`src/design/vps_map.svh`:
```
// Register offsets, field positions and reset values of the video post-processor stream control
`ifndef VPS_MAP_SVH
`define VPS_MAP_SVH
`define VPS_OFF_STREAM_CTRL 12'h3D0
`define VPS_OFF_SRC_LUMA 12'h3D4
`define VPS_OFF_SRC_CHROMA 12'h3D8
`define VPS_OFF_ADDR_MODE 12'h3DC
`define VPS_RST_WORD 32'h00000000
`define VPS_F_FMT_HI 31
`define VPS_F_FMT_LO 28
`define VPS_B_ENABLE 27
`define VPS_B_TRIPLE 26
`define VPS_F_SRC_HI 25
`define VPS_F_SRC_LO 24
`define VPS_B_ADV_DEINT 23
`define VPS_B_VLPF 22
`define VPS_B_CHROMA_FIELD 20
`define VPS_B_INV_FIELD 19
`define VPS_B_FRAME2FIELD 18
`define VPS_B_FIELD2FRAME 17
`define VPS_B_SUBPIC_FLIP 15
`define VPS_B_FLIPQ_FULL 12
`define VPS_F_FSM_HI 10
`define VPS_F_FSM_LO 8
`define VPS_B_IRQ_EN 7
`define VPS_B_SINGLE 6
`define VPS_B_SW_BOTTOM 5
`define VPS_B_SW_FLIP 4
`define VPS_B_IDLE 3
`define VPS_F_BUFID_HI 2
`define VPS_F_BUFID_LO 1
`define VPS_B_EOF 0
`define VPS_STRM_RW_MASK 32'hFFDE00E0
`define VPS_ADDR_RW_MASK 32'h1FFFFFF3
`define VPS_MODE_RW_MASK 32'hF9F0E7FF
`define VPS_F_TILE_HI 31
`define VPS_F_TILE_LO 30
`define VPS_B_PACK32 29
`define VPS_B_CSC 28
`define VPS_B_DEBLOCK 27
`define VPS_F_THR_HI 24
`define VPS_F_THR_LO 20
`define VPS_B_ALPHA_FF 15
`define VPS_B_PIPE_SYNC 14
`define VPS_B_PIPE_INV 13
`define VPS_F_SIZE_HI 10
`define VPS_F_SIZE_LO 0
`define VPS_FIFO_LEVELS 64
`define VPS_FIFO_BASE_THR 32
`define VPS_FRAME_TIME_NS 1000
`define VPS_CLK_NS 5
`define VPS_FRAME_CYC ((`VPS_FRAME_TIME_NS + `VPS_CLK_NS - 1) / `VPS_CLK_NS)
`define VPS_BLEND_CYC 16
`endif

```
`src/design/vps_pkg.sv`:
```
// Types shared by the stream control block
`default_nettype none
package vps_pkg;
    typedef enum logic [2:0] {
        VPS_IDLE,
        VPS_LOAD,
        VPS_RUN,
        VPS_DRAIN,
        VPS_DONE
    } vps_state_e;
    typedef logic [31:0] vps_word_t;
endpackage : vps_pkg
`default_nettype wire

```
`src/design/vps_fifo_level.sv`:
```
// Output FIFO fill tracker raising the memory write request at threshold
`timescale 1ns/1ps
`default_nettype none
`include "vps_map.svh"
module vps_fifo_level
    import vps_pkg::*;
#(
    parameter int LEVELS = `VPS_FIFO_LEVELS
) (
    input wire logic MCLK,
    input wire logic SRST,
    input wire logic push,
    input wire logic pop,
    input wire logic [4:0] thr_extra,
    output logic wr_req,
    output logic full,
    output logic [6:0] level
);
    logic [6:0] level_r;
    logic [6:0] thr;
    // Fill counter; a push into a full FIFO is dropped
    always_ff @(posedge MCLK) begin
        if (SRST) begin
            level_r <= 7'h00;
        end else if (push && !pop && level_r != 7'(LEVELS)) begin
            level_r <= level_r + 7'h01;
        end else if (pop && !push && level_r != 7'h00) begin
            level_r <= level_r - 7'h01;
        end
    end
    assign thr = 7'(`VPS_FIFO_BASE_THR) + {2'h0, thr_extra};
    assign wr_req = (level_r >= thr);
    assign full = (level_r == 7'(LEVELS));
    assign level = level_r;
endmodule : vps_fifo_level
`default_nettype wire

```
`src/design/vps_stream_ctrl.sv`:
```
// Stream control and status register bank of the video post-processor, APB slave
`timescale 1ns/1ps
`default_nettype none
`include "vps_map.svh"
// Notes on behaviour
// - Format field bits 31:28 picks the pixel layout; unlisted codes are reserved.
// - Engine processes only while enable bit 27 is set.
// - Bit 26 selects two (0) or three (1) destination buffers.
// - Source bits 25:24: 00 software, 10 capture 0, 11 capture 1.
// - Bit 23 advanced de-interlace, bit 22 vertical low-pass filter.
// - Bit 20 tells chroma plane is frame (0) or field (1) picture.
// - Bit 18 extracts a field from a frame; bit 19 inverts field sense.
// - Bit 17 de-interlaces a field source into progressive frames.
// - Software sets bit 15 for sub-picture blend; hardware clears it when done.
// - Read-only flip queue full at bit 12, flip state in bits 10:8.
// - Bit 7 enables the per-frame interrupt tied to end-of-frame.
// - Bit 6 forces a single destination buffer, overriding bit 26.
// - Software flip bit 4 with field bit 5; hardware clears bit 4 when done.
// - Read-only idle bit 3 and current output buffer id in bits 2:1.
// - End-of-frame bit 0 set by hardware, cleared only by writing 1.
// - Source start addresses in bits 28:4 (16-byte units), location in 1:0.
// - Bits 31:30 choose linear or one of three tiled address modes.
// - Bit 28 colour conversion, bit 27 de-blocking, bit 29 selects 565 or 888.
// - Write request raised when output FIFO fill reaches 32 plus bits 24:20.
// - Bit 15 forces RGB32 alpha to 00 or FF.
// - Bit 14 syncs field flipping to display pipe; bit 13 inverts its field.
// - Bits 10:0 hold image size over 1024 for pull-down detection.
module vps_stream_ctrl
    import vps_pkg::*;
#(
    parameter int FRAME_CYC = `VPS_FRAME_CYC,
    parameter int BLEND_CYC = `VPS_BLEND_CYC
) (
    input wire logic MCLK,
    input wire logic SRST,
    input wire logic PSEL,
    input wire logic PENABLE,
    input wire logic PWRITE,
    input wire logic [11:0] PADDR,
    input wire logic [31:0] PWDATA,
    output logic [31:0] PRDATA,
    output logic PREADY,
    output logic PSLVERR,
    input wire logic CAPTURE0_FRAME,
    input wire logic CAPTURE1_FRAME,
    input wire logic FIFO_POP,
    output logic ENGINE_ACTIVE,
    output logic [3:0] IN_FORMAT,
    output logic [1:0] SOURCE_SEL,
    output logic [1:0] DEST_BUF_ID,
    output logic [4:0] PROC_FLAGS,
    output logic FIELD_SEL,
    output logic [31:0] LUMA_START,
    output logic [31:0] CHROMA_START,
    output logic [1:0] TILE_MODE,
    output logic [2:0] CSC_FLAGS,
    output logic [7:0] ALPHA_BYTE,
    output logic [1:0] PIPE_FIELD_CTRL,
    output logic [10:0] IMAGE_SIZE_KB,
    output logic MEM_WR_REQ,
    output logic IRQ
);
    vps_word_t strm_r;
    vps_word_t luma_r;
    vps_word_t chroma_r;
    vps_word_t mode_r;
    vps_state_e state_r;
    vps_state_e state_nxt;
    logic [15:0] frame_cnt_r;
    logic [7:0] blend_cnt_r;
    logic [1:0] buf_id_r;
    logic eof_r;
    logic flipq_pend_r;
    logic [31:0] prdata_r;
    logic wr_acc;
    logic rd_acc;
    logic frame_done;
    logic start_req;
    logic fifo_full;
    logic [6:0] fifo_level;
    logic blend_clr;
    logic flip_clr;
    logic flip_wr;

    // Decode of a register offset against the map
    function automatic logic hit(input logic [11:0] a, input logic [11:0] off);
        hit = (a == off);
    endfunction : hit

    // Zero-wait slave: every access completes in its first access cycle
    assign PREADY = 1'b1;
    assign wr_acc = PSEL && PENABLE && PWRITE;
    assign rd_acc = PSEL && PENABLE && !PWRITE;
    assign PSLVERR = PSEL && PENABLE && !(hit(PADDR, `VPS_OFF_STREAM_CTRL) || hit(PADDR, `VPS_OFF_SRC_LUMA)
        || hit(PADDR, `VPS_OFF_SRC_CHROMA) || hit(PADDR, `VPS_OFF_ADDR_MODE));

    // A frame starts from a software flip or an arriving capture frame on the routed path
    always_comb begin
        case (strm_r[`VPS_F_SRC_HI:`VPS_F_SRC_LO])
            2'b00: start_req = strm_r[`VPS_B_SW_FLIP] || flipq_pend_r;
            2'b10: start_req = CAPTURE0_FRAME;
            2'b11: start_req = CAPTURE1_FRAME;
            default: start_req = 1'b0; // Reserved source code never starts a frame
        endcase
    end

    // Flip control state machine
    always_comb begin
        state_nxt = state_r;
        case (state_r)
            VPS_IDLE: begin
                if (strm_r[`VPS_B_ENABLE] && start_req) begin
                    state_nxt = VPS_LOAD;
                end
            end
            VPS_LOAD: state_nxt = VPS_RUN;
            VPS_RUN: begin
                if (!strm_r[`VPS_B_ENABLE]) begin
                    state_nxt = VPS_IDLE;
                end else if (frame_cnt_r == 16'(FRAME_CYC - 1)) begin
                    state_nxt = VPS_DRAIN;
                end
            end
            VPS_DRAIN: state_nxt = VPS_DONE;
            VPS_DONE: state_nxt = VPS_IDLE;
            default: state_nxt = VPS_IDLE;
        endcase
    end

    always_ff @(posedge MCLK) begin
        if (SRST) begin
            state_r <= VPS_IDLE;
        end else begin
            state_r <= state_nxt;
        end
    end

    assign frame_done = (state_r == VPS_DONE);

    // Hardware clears of the self-clearing request bits, and a software flip write
    assign blend_clr = (blend_cnt_r == 8'(BLEND_CYC));
    assign flip_clr = frame_done && !flipq_pend_r;
    assign flip_wr = wr_acc && hit(PADDR, `VPS_OFF_STREAM_CTRL) && PWDATA[`VPS_B_SW_FLIP];

    // Frame length counter; a long frame stays bounded by FRAME_CYC
    always_ff @(posedge MCLK) begin
        if (SRST || state_r != VPS_RUN) begin
            frame_cnt_r <= 16'h0000;
        end else begin
            frame_cnt_r <= frame_cnt_r + 16'h0001;
        end
    end

    // Destination buffer rotation; single mode overrides the triple choice
    always_ff @(posedge MCLK) begin
        if (SRST) begin
            buf_id_r <= 2'h0;
        end else if (frame_done) begin
            if (strm_r[`VPS_B_SINGLE]) begin
                buf_id_r <= 2'h0;
            end else if (strm_r[`VPS_B_TRIPLE]) begin
                buf_id_r <= (buf_id_r >= 2'h2) ? 2'h0 : buf_id_r + 2'h1;
            end else begin
                buf_id_r <= (buf_id_r == 2'h0) ? 2'h1 : 2'h0;
            end
        end
    end

    // A flip written while busy waits here; its presence shows as queue full
    always_ff @(posedge MCLK) begin
        if (SRST) begin
            flipq_pend_r <= 1'b0;
        end else if (wr_acc && hit(PADDR, `VPS_OFF_STREAM_CTRL) && PWDATA[`VPS_B_SW_FLIP] && state_r != VPS_IDLE) begin
            flipq_pend_r <= 1'b1;
        end else if (state_r == VPS_LOAD) begin
            flipq_pend_r <= 1'b0;
        end
    end

    // Sub-picture blend timer starts when software requests a blend
    always_ff @(posedge MCLK) begin
        if (SRST || !strm_r[`VPS_B_SUBPIC_FLIP]) begin
            blend_cnt_r <= 8'h00;
        end else if (blend_cnt_r != 8'(BLEND_CYC)) begin
            blend_cnt_r <= blend_cnt_r + 8'h01;
        end
    end

    // End-of-frame status: hardware set wins over a write-one clear in the same cycle
    always_ff @(posedge MCLK) begin
        if (SRST) begin
            eof_r <= 1'b0;
        end else if (frame_done) begin
            eof_r <= 1'b1;
        end else if (wr_acc && hit(PADDR, `VPS_OFF_STREAM_CTRL) && PWDATA[`VPS_B_EOF]) begin
            eof_r <= 1'b0;
        end
    end

    // Stream control: writable fields; self-clearing flip bits dropped by hardware
    always_ff @(posedge MCLK) begin
        if (SRST) begin
            strm_r <= `VPS_RST_WORD;
        end else begin
            if (wr_acc && hit(PADDR, `VPS_OFF_STREAM_CTRL)) begin
                strm_r <= PWDATA & `VPS_STRM_RW_MASK;
                // A write in the cycle of a hardware clear must not keep a finished request alive
                strm_r[`VPS_B_SUBPIC_FLIP] <= PWDATA[`VPS_B_SUBPIC_FLIP]
                    | (strm_r[`VPS_B_SUBPIC_FLIP] & !blend_clr);
                strm_r[`VPS_B_SW_FLIP] <= PWDATA[`VPS_B_SW_FLIP] | (strm_r[`VPS_B_SW_FLIP] & !flip_clr);
            end
            if (blend_cnt_r == 8'(BLEND_CYC) && !(wr_acc && hit(PADDR, `VPS_OFF_STREAM_CTRL))) begin
                strm_r[`VPS_B_SUBPIC_FLIP] <= 1'b0;
            end
            if (frame_done && !flipq_pend_r && !(wr_acc && hit(PADDR, `VPS_OFF_STREAM_CTRL))) begin
                strm_r[`VPS_B_SW_FLIP] <= 1'b0;
            end
        end
    end

    // Source addresses and address-mode control
    always_ff @(posedge MCLK) begin
        if (SRST) begin
            luma_r <= `VPS_RST_WORD;
            chroma_r <= `VPS_RST_WORD;
            mode_r <= `VPS_RST_WORD;
        end else if (wr_acc) begin
            if (hit(PADDR, `VPS_OFF_SRC_LUMA)) begin
                luma_r <= PWDATA & `VPS_ADDR_RW_MASK;
            end
            if (hit(PADDR, `VPS_OFF_SRC_CHROMA)) begin
                chroma_r <= PWDATA & `VPS_ADDR_RW_MASK;
            end
            if (hit(PADDR, `VPS_OFF_ADDR_MODE)) begin
                mode_r <= PWDATA & `VPS_MODE_RW_MASK;
            end
        end
    end

    // Read mux, registered; unmapped offsets read zero
    always_ff @(posedge MCLK) begin
        if (SRST) begin
            prdata_r <= 32'h00000000;
        end else if (PSEL && !PENABLE && !PWRITE) begin
            prdata_r <= 32'h00000000;
            if (hit(PADDR, `VPS_OFF_STREAM_CTRL)) begin
                prdata_r <= strm_r;
                prdata_r[`VPS_B_FLIPQ_FULL] <= flipq_pend_r;
                prdata_r[`VPS_F_FSM_HI:`VPS_F_FSM_LO] <= state_r;
                prdata_r[`VPS_B_IDLE] <= (state_r == VPS_IDLE);
                prdata_r[`VPS_F_BUFID_HI:`VPS_F_BUFID_LO] <= buf_id_r;
                prdata_r[`VPS_B_EOF] <= eof_r;
            end else if (hit(PADDR, `VPS_OFF_SRC_LUMA)) begin
                prdata_r <= luma_r;
            end else if (hit(PADDR, `VPS_OFF_SRC_CHROMA)) begin
                prdata_r <= chroma_r;
            end else if (hit(PADDR, `VPS_OFF_ADDR_MODE)) begin
                prdata_r <= mode_r;
            end
        end
    end
    assign PRDATA = rd_acc ? prdata_r : 32'h00000000;

    // Output FIFO level tracking; running frames push one level per cycle
    vps_fifo_level #(
        .LEVELS(`VPS_FIFO_LEVELS)
    ) u_fifo (
        .MCLK(MCLK),
        .SRST(SRST),
        .push(state_r == VPS_RUN),
        .pop(FIFO_POP),
        .thr_extra(mode_r[`VPS_F_THR_HI:`VPS_F_THR_LO]),
        .wr_req(MEM_WR_REQ),
        .full(fifo_full),
        .level(fifo_level)
    );

    // Configuration fan-out to the datapath
    assign ENGINE_ACTIVE = (state_r != VPS_IDLE);
    assign IN_FORMAT = strm_r[`VPS_F_FMT_HI:`VPS_F_FMT_LO];
    assign SOURCE_SEL = strm_r[`VPS_F_SRC_HI:`VPS_F_SRC_LO];
    assign DEST_BUF_ID = buf_id_r;
    assign PROC_FLAGS = {strm_r[`VPS_B_ADV_DEINT], strm_r[`VPS_B_VLPF], strm_r[`VPS_B_CHROMA_FIELD],
        strm_r[`VPS_B_FRAME2FIELD], strm_r[`VPS_B_FIELD2FRAME]};
    assign FIELD_SEL = strm_r[`VPS_B_SW_BOTTOM] ^ strm_r[`VPS_B_INV_FIELD];
    assign LUMA_START = luma_r;
    assign CHROMA_START = chroma_r;
    assign TILE_MODE = mode_r[`VPS_F_TILE_HI:`VPS_F_TILE_LO];
    // Packing only matters for YUV sources with conversion on
    assign CSC_FLAGS = {mode_r[`VPS_B_PACK32] & mode_r[`VPS_B_CSC] & IN_FORMAT[2] | mode_r[`VPS_B_PACK32]
        & mode_r[`VPS_B_CSC] & IN_FORMAT[3], mode_r[`VPS_B_CSC], mode_r[`VPS_B_DEBLOCK]};
    assign ALPHA_BYTE = mode_r[`VPS_B_ALPHA_FF] ? 8'hFF : 8'h00;
    assign PIPE_FIELD_CTRL = {mode_r[`VPS_B_PIPE_SYNC], mode_r[`VPS_B_PIPE_INV]};
    assign IMAGE_SIZE_KB = mode_r[`VPS_F_SIZE_HI:`VPS_F_SIZE_LO];
    assign IRQ = eof_r & strm_r[`VPS_B_IRQ_EN];
endmodule : vps_stream_ctrl
`default_nettype wire

```
`config.mk`:
```
export PLATFORM = sky130hd
export DESIGN_NAME = vps_stream_ctrl
export DESIGN_NICKNAME = d
export VERILOG_FILES = /design/src/design/vps_pkg.sv /design/src/design/vps_fifo_level.sv /design/src/design/vps_stream_ctrl.sv
export VERILOG_INCLUDE_DIRS = /design/src /design/src/design
export SDC_FILE = /design/constraint.sdc
export NUM_CORES = 1
export LEC_CHECK = 0
export ABC_AREA = 1
export BUFFER_PORTS_ARGS = -buffer_cell sky130_fd_sc_hd__buf_2
export CAP_MARGIN = 20
export CORE_UTILIZATION = 45
export DETAILED_ROUTE_END_ITERATION = 10
export GPL_ROUTABILITY_DRIVEN = 0
export GPL_TIMING_DRIVEN = 0
export PLACE_DENSITY = 0.71
export SKIP_LAST_GASP = 1
export SLEW_MARGIN = 0
export SYNTH_ARGS = -nofsm -noshare
export SYNTH_HDL_FRONTEND = slang
export SYNTH_HIERARCHICAL = 1
export SYNTH_SLANG_ARGS = --single-unit
```
`constraint.sdc`:
```
create_clock -name MCLK -period 1.7 [get_ports MCLK]
set_input_delay 0.17 -clock MCLK [delete_from_list [all_inputs] [get_ports MCLK]]
set_output_delay 0.17 -clock MCLK [all_outputs]
set_load 0.02 [all_outputs]
```
* Word-level counts from Yosys, hierarchy flattened
Index checks and enable logic that the tools add are counted.
** Storage, ports and cells
- Bits in latches :: 0
- ROM bits :: 0
- Memories :: 0
- Output and inout bits :: 141
- Bits of input ports :: 52
- Word-level logic and storage cells :: 118
- RAM bits :: 0
- Bits in registers :: 167
** Cells by class
- Multipliers :: 0
- Div/mod/pow operators :: 0
- Muxes and demuxes :: 21
- Reductions and logical operators :: 48
- Eq/ne operators :: 17
- Order comparisons :: 2
- Bitwise gates (word level) :: 10
- Shifts and indexed selects :: 0
- $add $sub $neg :: 6
** Operator list (count)
- 2-to-1 mux 32 bit :: 5
- equality test 12 x 10 -> 1 bit, second input constant :: 4
- logical AND 1 bit :: 18
- adder 16 x 1 -> 16 bit, second input constant :: 1
- equality test 16 x 8 -> 1 bit, second input constant :: 1
- 2-to-1 mux 7 bit :: 2
- one-hot mux 3 bit (4 select lines) :: 1
- logical NOT 1 bit :: 10
- 2-to-1 mux 3 bit :: 3
- adder 8 x 1 -> 8 bit, second input constant :: 1
- equality test 8 x 5 -> 1 bit, second input constant :: 1
- 2-to-1 mux 8 bit :: 1
- != test 8 x 5 -> 1 bit, second input constant :: 1
- AND reduction 2 bit :: 4
- adder 6 x 5 -> 7 bit, first input constant :: 1
- adder 7 x 1 -> 7 bit, second input constant :: 1
- >= comparator 7 bit :: 1
- != test 7 bit, second input constant :: 1
- nonzero test 7 bit :: 1
- subtractor 7 x 1 -> 7 bit, second input constant :: 1
- bitwise AND 1 bit :: 6
- equality test 3 x 2 -> 1 bit, second input constant :: 2
- logical OR 1 bit :: 6
- 2-to-1 mux 2 bit :: 3
- other kinds (17) :: 28

* Logic depth before layout (Yosys ltp)
Gate-level depths: netlist (run 1).
- Depth after elaboration :: 6
- Depth in mapped cells :: 14
- Mapped depth without buffers :: 14

* Hierarchy
Netlist (run 1), hierarchy kept.
** By module, submodules not included
- vps_stream_ctrl :: sequential area each 3203.1 µm², cells each 1137, instances 1, area each 7822.5 µm²
- vps_fifo_level :: sequential area each 140.1 µm², cells each 105, instances 1, area each 700.7 µm²

* Least setup slack after synthesis (run 1)
Ideal clock, no wire load.
- Path kind :: register to register
- From :: reg state_r[1]
- To :: reg u_fifo.level_r[6], in the netlist u_fifo/level[6]
- Data required time :: 1585 ps
- Cell stages (with the launch flop) :: 14
- Period minus slack after synthesis :: 1841 ps
- Path slack :: -141 ps
- Path buffers :: 0
- Library setup time :: 115 ps
- Arrival :: 1726 ps
- Cell sequence :: dfxtp_1 -> inv_1 -> nor3_2 -> nand2_1 -> o21bai_4 -> fa_1 -> nand2_1 -> nand2_1 -> nand3_1 -> nand2_1 -> nand2_1 -> nand3_1 -> nand2_1 -> nor2_1
** Between the ends
- Longest elaborated chain between the ends :: 5
- Elaborated cells between the ends (all ways) :: 8
- Those cells by class :: eq/ne (1); mux (1); reduce/logical (6)
** Ends and longest elaborated chain
- from (decl) :: RTL line vps_stream_ctrl.sv:67 : vps_state_e state_r;
- from (signal assigned) :: RTL line vps_stream_ctrl.sv:134 : state_r <= state_nxt;
- equality test 3 x 2 -> 1 bit (*) :: RTL line vps_stream_ctrl.sv:270 : .push(state_r == VPS_RUN),
- logical NOT 1 bit :: RTL line vps_fifo_level.sv:27 : end else if (pop && !push && level_r != 7'h00) begin
- logical AND 1 bit (2 in a row) :: RTL line vps_fifo_level.sv:27
- nonzero test 2 bit (no source line)
- to (signal assigned) :: RTL line vps_fifo_level.sv:26 : level_r <= level_r + 7'h01;
- to (signal assigned) :: RTL line vps_fifo_level.sv:28 : level_r <= level_r - 7'h01;
- to (decl) :: RTL line vps_fifo_level.sv:19 : logic [6:0] level_r;
Every way passes the cells marked *; elsewhere a longest branch is shown, timed or not.
A chain may end at the register's enable or synchronous reset.

* Worst setup path in the final report (run 1)
- From :: reg state_r[2]
- To :: reg u_fifo.level_r[6], in the netlist u_fifo/level[6]
Same word-level chain as after synthesis.

==> results of run 1 <==
## sequential cells by signal, indices dropped and copies added, names as in the netlist, 2 cells and up
signal and cells:
prdata_r 32, CHROMA_START 27, LUMA_START 27, mode_r 24, strm_r 19, frame_cnt_r 16, blend_cnt_r 8, u_fifo/level 7
state_r 3, DEST_BUF_ID 2
## metrics by stage
stage / area, sq um / total power [mW] / TNS, ns
finish: 10800 / 9.90 / -1.50
floorplan: 8560 / 4.92 / -0.258
CTS: 10600 / 9.58 / -1.35
global placement: 9750 / 5.22 / -8.25
detailed placement: 9750 / 5.24 / -9.96
global route: 10800 / 10.2 / -2.08
## layer usage
layer | vias to the layer above | part of all wire [%] | track usage [%]
met1 | 4211 | 41 | 36.7
met2 | 395 | 48 | 49.2
met4 | 0 | 3.0 | 10.8
met5 | - | 0 | 0
met3 | 66 | 8.0 | 6.19
li1 | 4403 | - | -
## power breakdown
part | total, mW | internal [mW] | switching (mW)
logic | 1.62 | 0.692 | 0.924
clock network | 4.20 | 2.51 | 1.69
registers | 4.08 | 3.99 | 0.0973
## worst max-delay path: cells and delay by family (launching register included)
family	cells	cell delay, ns
AO/OA/AOI/OAI	1	0.26
AND/OR/NAND/NOR	10	0.89
adder cells (fa/ha/maj)	1	0.41
flip-flops	1	0.36
## final cells by class
cell class                 count  area (sq um)
fill                        1732          7460
sequential                   167          3370
buffer                       110           696
inverter                     131           499
timing repair buffer         203          1100
tap                          229           287
clock buffer                  18           439
multi-input combinational    842          4220
clock inverter                14           198
## how the worst min path moves through the flow
stage	start	endpoint	slack, ns	cells past startpoint
floorplan	PWDATA[6]	strm_r[6]	0.30	2
global placement	PWDATA[12]	LUMA_START[12]	0.42	3
detailed placement	PWDATA[16]	LUMA_START[16]	0.42	3
CTS	PWDATA[17]	LUMA_START[17]	0.003	3
global route	PWDATA[29]	strm_r[29]	0.008	3
finish	PWDATA[17]	LUMA_START[17]	0.008	3
## repair_timing
action / in CTS / in global routing
hold endpoints to repair: 3 / 0
hold buffers: 3 / 0
buffers inserted: 7 / 12
pin swaps: 11 / 28
endpoints found under the setup margin: 7 / 36
gates cloned: 0 / 0
resized for setup: 29 / 38
==> impl_metrics.ini, run 1 <==
[status]
status = complete, but fails checks
violations = negative setup slack

[critical_path]
path_class = flop to flop
crit_path_max_fanout = 7
r2r_start = state_r[2]
cp_cell_sequence = nor3_4 -> nand2_1 -> o21bai_4 -> fa_2 -> nand2_2 -> nand2_2 -> nand3_2 -> nand2_1 -> nand2_2 -> nand3_1 -> nand2_1 -> nor2_1
timing.rr.end = u_fifo/level[6]
cp-start-kind = flop
rrSetupSlack_ns = -0.34
worstPathRequired_ns = 2.03
cp.arrival_ns = 2.36
setup.worst_path.start = state_r[2]
reg2reg_depth = 12
crit_end = u_fifo/level[6]
end_kind = flop
cpMaxStageDelayCell = fa_2
cp_slowest_stage_delay_ns = 0.41

[floorplanning]
core_sq_um = 18300
io_pins = 193
chipHeight_um = 140
initial_utilization_pct = 46.6
die_w_um = 140
row_count = 49
dieArea_sq_um = 19500

[pwr]
p_per_area_nw_per_um2 = 916
p_leak_nw = 4.90
ir_worst_vdd_mv = 0.699

[place]
placed_cells = 1660
dp_slack_ns = -0.421
port_buffers = 181
hpwlAfterDp_um = 21200

[layout]
drive_gt1_share_pct = 27.3
area_growth_pct = 26.9
final_cell_mix = 252 x nor2_1, 203 x buf_2, 155 x dfxtp_1
final_common_cell = nor2_1
final_nets = 1538
diodes = 0
layoutNonFillerInstCount = 1714
final_util_pct = 59.2

[clock_tree]
cts_sinks = 167
tritoncts = yes
clock_path_buffers = 2
cts_buffers = 17
cts_root_buf = clkbuf_16
clk_pin_slew_ns = 0.07
cts_max_level = 4
clkLatencyLatePin_ns = 0.43

[sta]
rsz0062_at_grt = yes
fin_crit_sh_pct = 120
relSlewSlack_pct = 53.3
max_freq_mhz = 491
finClkSkew_ns = 0.00571
worstMarginPinSlew_ns = 0.700
min_period_ns = 2.04
finalHoldWorstSlack_ns = 0.00793
final_max_slew_viol_count = 0
hold_viol = 0
fin_ws_ns = -0.335
setup_viol = 9

[yosys]
synth_cells = 1241
synth_warnings = 6
synth_area_per_cell_sq_um = 6.86
syn_area_sq_um = 8520

[routing]
vias_per_cell = 5.29
drt_iter0_drc = 766
drt_wl_total_um = 28800
vias = 9075
route.detailed.drc = 0
drtAntennaViolNets = 0
dr.pass1.iters = 6
routedWlPerCell_um = 16.8

[global_route]
grt_usage_pct = 29.2
overflow = 0
grt_antenna_before_repair = 0
grt_max_degree = 17
grt_pass1_vias = 8289
grt_pass1_wl_um = 43600

[run]
cap_violations = 0

[hold_path]
hp-class = primary input to flop
(Power assumes the default switching activity.)
==> inputs of run 2 (changes only) <==
==> constraint.sdc (replaced) <==
create_clock -name MCLK -period 1.7 [get_ports MCLK]
set_input_delay 0.17 -clock MCLK [delete_from_list [all_inputs] [get_ports MCLK]]
set_output_delay 0.17 -clock MCLK [all_outputs]
set_load 0.005 [all_outputs]
==> impl_metrics.ini, run 2 (synthesized netlist as in run 1, its figures left out) <==
[pwr]
ir_worst_vdd_mv = 0.700
p_per_area_nw_per_um2 = 908
internal_power_mw = 7.13
switching_power_mw = 2.65
power_frac_comb_pct = 15.2
seqPwrFrac_pct = 41.8
clockPowerShare_pct = 43.0
p_leak_nw = 4.88
p_total_mw = 9.77
p_sw_share_pct = 27.1

[routing]
routedWlPerCell_um = 16.8
route.detailed.drc = 0
drtAntennaViolNets = 0
drt_iter0_drc = 725
vias_per_cell = 5.30
vias = 9078
drt_wl_total_um = 28700
dr.pass1.iters = 6

[place]
placed_area_sq_um = 9750
port_buffers = 181
placed_cells = 1660
hpwlAfterDp_um = 21200

[clock_tree]
cts_max_level = 4
clk_pin_slew_ns = 0.07
clock_path_buffers = 2
clkLatencyLatePin_ns = 0.44
cts_buffers = 17
cts_root_buf = clkbuf_16
cts_sinks = 167
tritoncts = yes

[global_route]
grt-busiest-layer = met2
grt_usage_pct = 29.1
overflow = 0
grt_antenna_before_repair = 0
grt_max_degree = 17
grt_pass1_vias = 8267
grt_use_met2_pct = 49.1
use_met1_pct = 36.6
grt_pass1_wl_um = 43500
use_met3_pct = 6.19

[status]
violations = negative setup slack
status = complete, but fails checks

[sta]
max_freq_mhz = 501
relSlewSlack_pct = 51.9
hold_viol = 0
worstMarginPinSlew_ns = 0.722
fin_ws_ns = -0.298
setup_viol = 8
finClkSkew_ns = 0.00746
min_period_ns = 2.00
final_max_slew_viol_count = 0
fin_setup_tns_ns = -1.55
fin_crit_sh_pct = 118
rsz0062_at_grt = yes

[floorplanning]
die_w_um = 140
core_sq_um = 18300
initial_utilization_pct = 46.6
dieArea_sq_um = 19500
chipHeight_um = 140
row_count = 49
io_pins = 193

[critical_path]
crit_path_max_fanout = 7
cp.arrival_ns = 2.33
cp-start-kind = flop
end_kind = flop
worstPathRequired_ns = 2.03
path_class = flop to flop

[run]
cap_violations = 0

[layout]
drive_gt1_share_pct = 27.2
final_cell_mix = 252 x nor2_1, 204 x buf_2, 155 x dfxtp_1
diodes = 0
area_growth_pct = 26.3
max_flop_register = prdata_r
final_common_cell = nor2_1
largest_reg_flops = 32
layoutNonFillerInstCount = 1713
final_nets = 1537
design_area_sq_um = 10800

[hold_path]
hp-class = primary input to flop
-- run 2: cell count changes in the layout (fill, tap and decap cells not counted), moves of 2 or more --
| cell | before | now |
|---|---|---|
| buf_4 | 69 | 71 |
| a21oi_2 | 5 | 7 |
| ha_1 | 6 | 8 |
| ha_4 | 7 | 5 |
| buf_6 | 11 | 7 |
-- run 2: power groups by stage --
stage | logic, mW | clock network (mW) | registers, mW
floorplan | 0.757 | 0 | 4.12
global placement | 1.04 | 0 | 4.14
detailed placement | 1.06 | 0 | 4.14
CTS | 1.21 | 4.22 | 4.08
global route | 1.61 | 4.41 | 4.09
finish | 1.48 | 4.20 | 4.09
-- run 2: worst max-delay path, stage by stage (launching register included) --
cell and delay [ns]:
dfxtp_4 0.36, nor3_4 0.23, nand2_1 0.08, o21bai_4 0.26
ha_4 0.31, a21oi_2 0.15, nand2_1 0.07, nor2_1 0.14
nand2_1 0.10, a21oi_2 0.14, nor2_1 0.05
-- run 2: layer usage --
layer	routed length, um	vias up	part of all wire [%]
li1	-	4399	-
met1	11700	4191	41
met2	13700	422	48
met3	2530	66	8.8
met4	854	0	3.0
met5	0	-	0
-- run 2: worst paths after layout --
check / start / to / slack, ns / depth (start not counted)
hold reg to reg: frame_cnt_r[0] / frame_cnt_r[0] / 0.45 / 1
setup reg to reg: state_r[2] / u_fifo/level[6] / -0.30 / 10
hold / removal: PWDATA[3] / mode_r[3] / 0.006 / 3
setup / recovery: state_r[2] / u_fifo/level[6] / -0.30 / 10
-- run 2: repair_timing --
action                     4_1_cts  5_1_grt
buffers inserted                 5       13
pin swaps                       10       20
gates resized for setup         23       37
setup endpoints to repair        7       26
hold buffers                     3        0
hold endpoints to repair         3        0
cloned                           0        0
-- run 2: area by class of cell --
cell class                      instances  area, sq um
Buffer                                110          694
Timing Repair Buffer                  202         1070
Clock buffer                           18          439
Inverter                              131          499
Fill cell                            1729         7510
Tap cell                              229          287
Sequential cell                       167         3380
Clock inverter                         14          198
Multi-Input combinational cell        842         4200
-- run 2: metrics by stage --
stage          hold slack (ns)  worst slack (ns)  utilization, %
3_5_place_dp             0.422            -0.421            53.4
2_1_floorplan            0.305           -0.0972               -
5_1_grt                0.00811            -0.372            58.9
4_1_cts                0.00267            -0.293            57.8
6_report               0.00645            -0.298            58.9
3_3_place_gp             0.418            -0.402            53.4
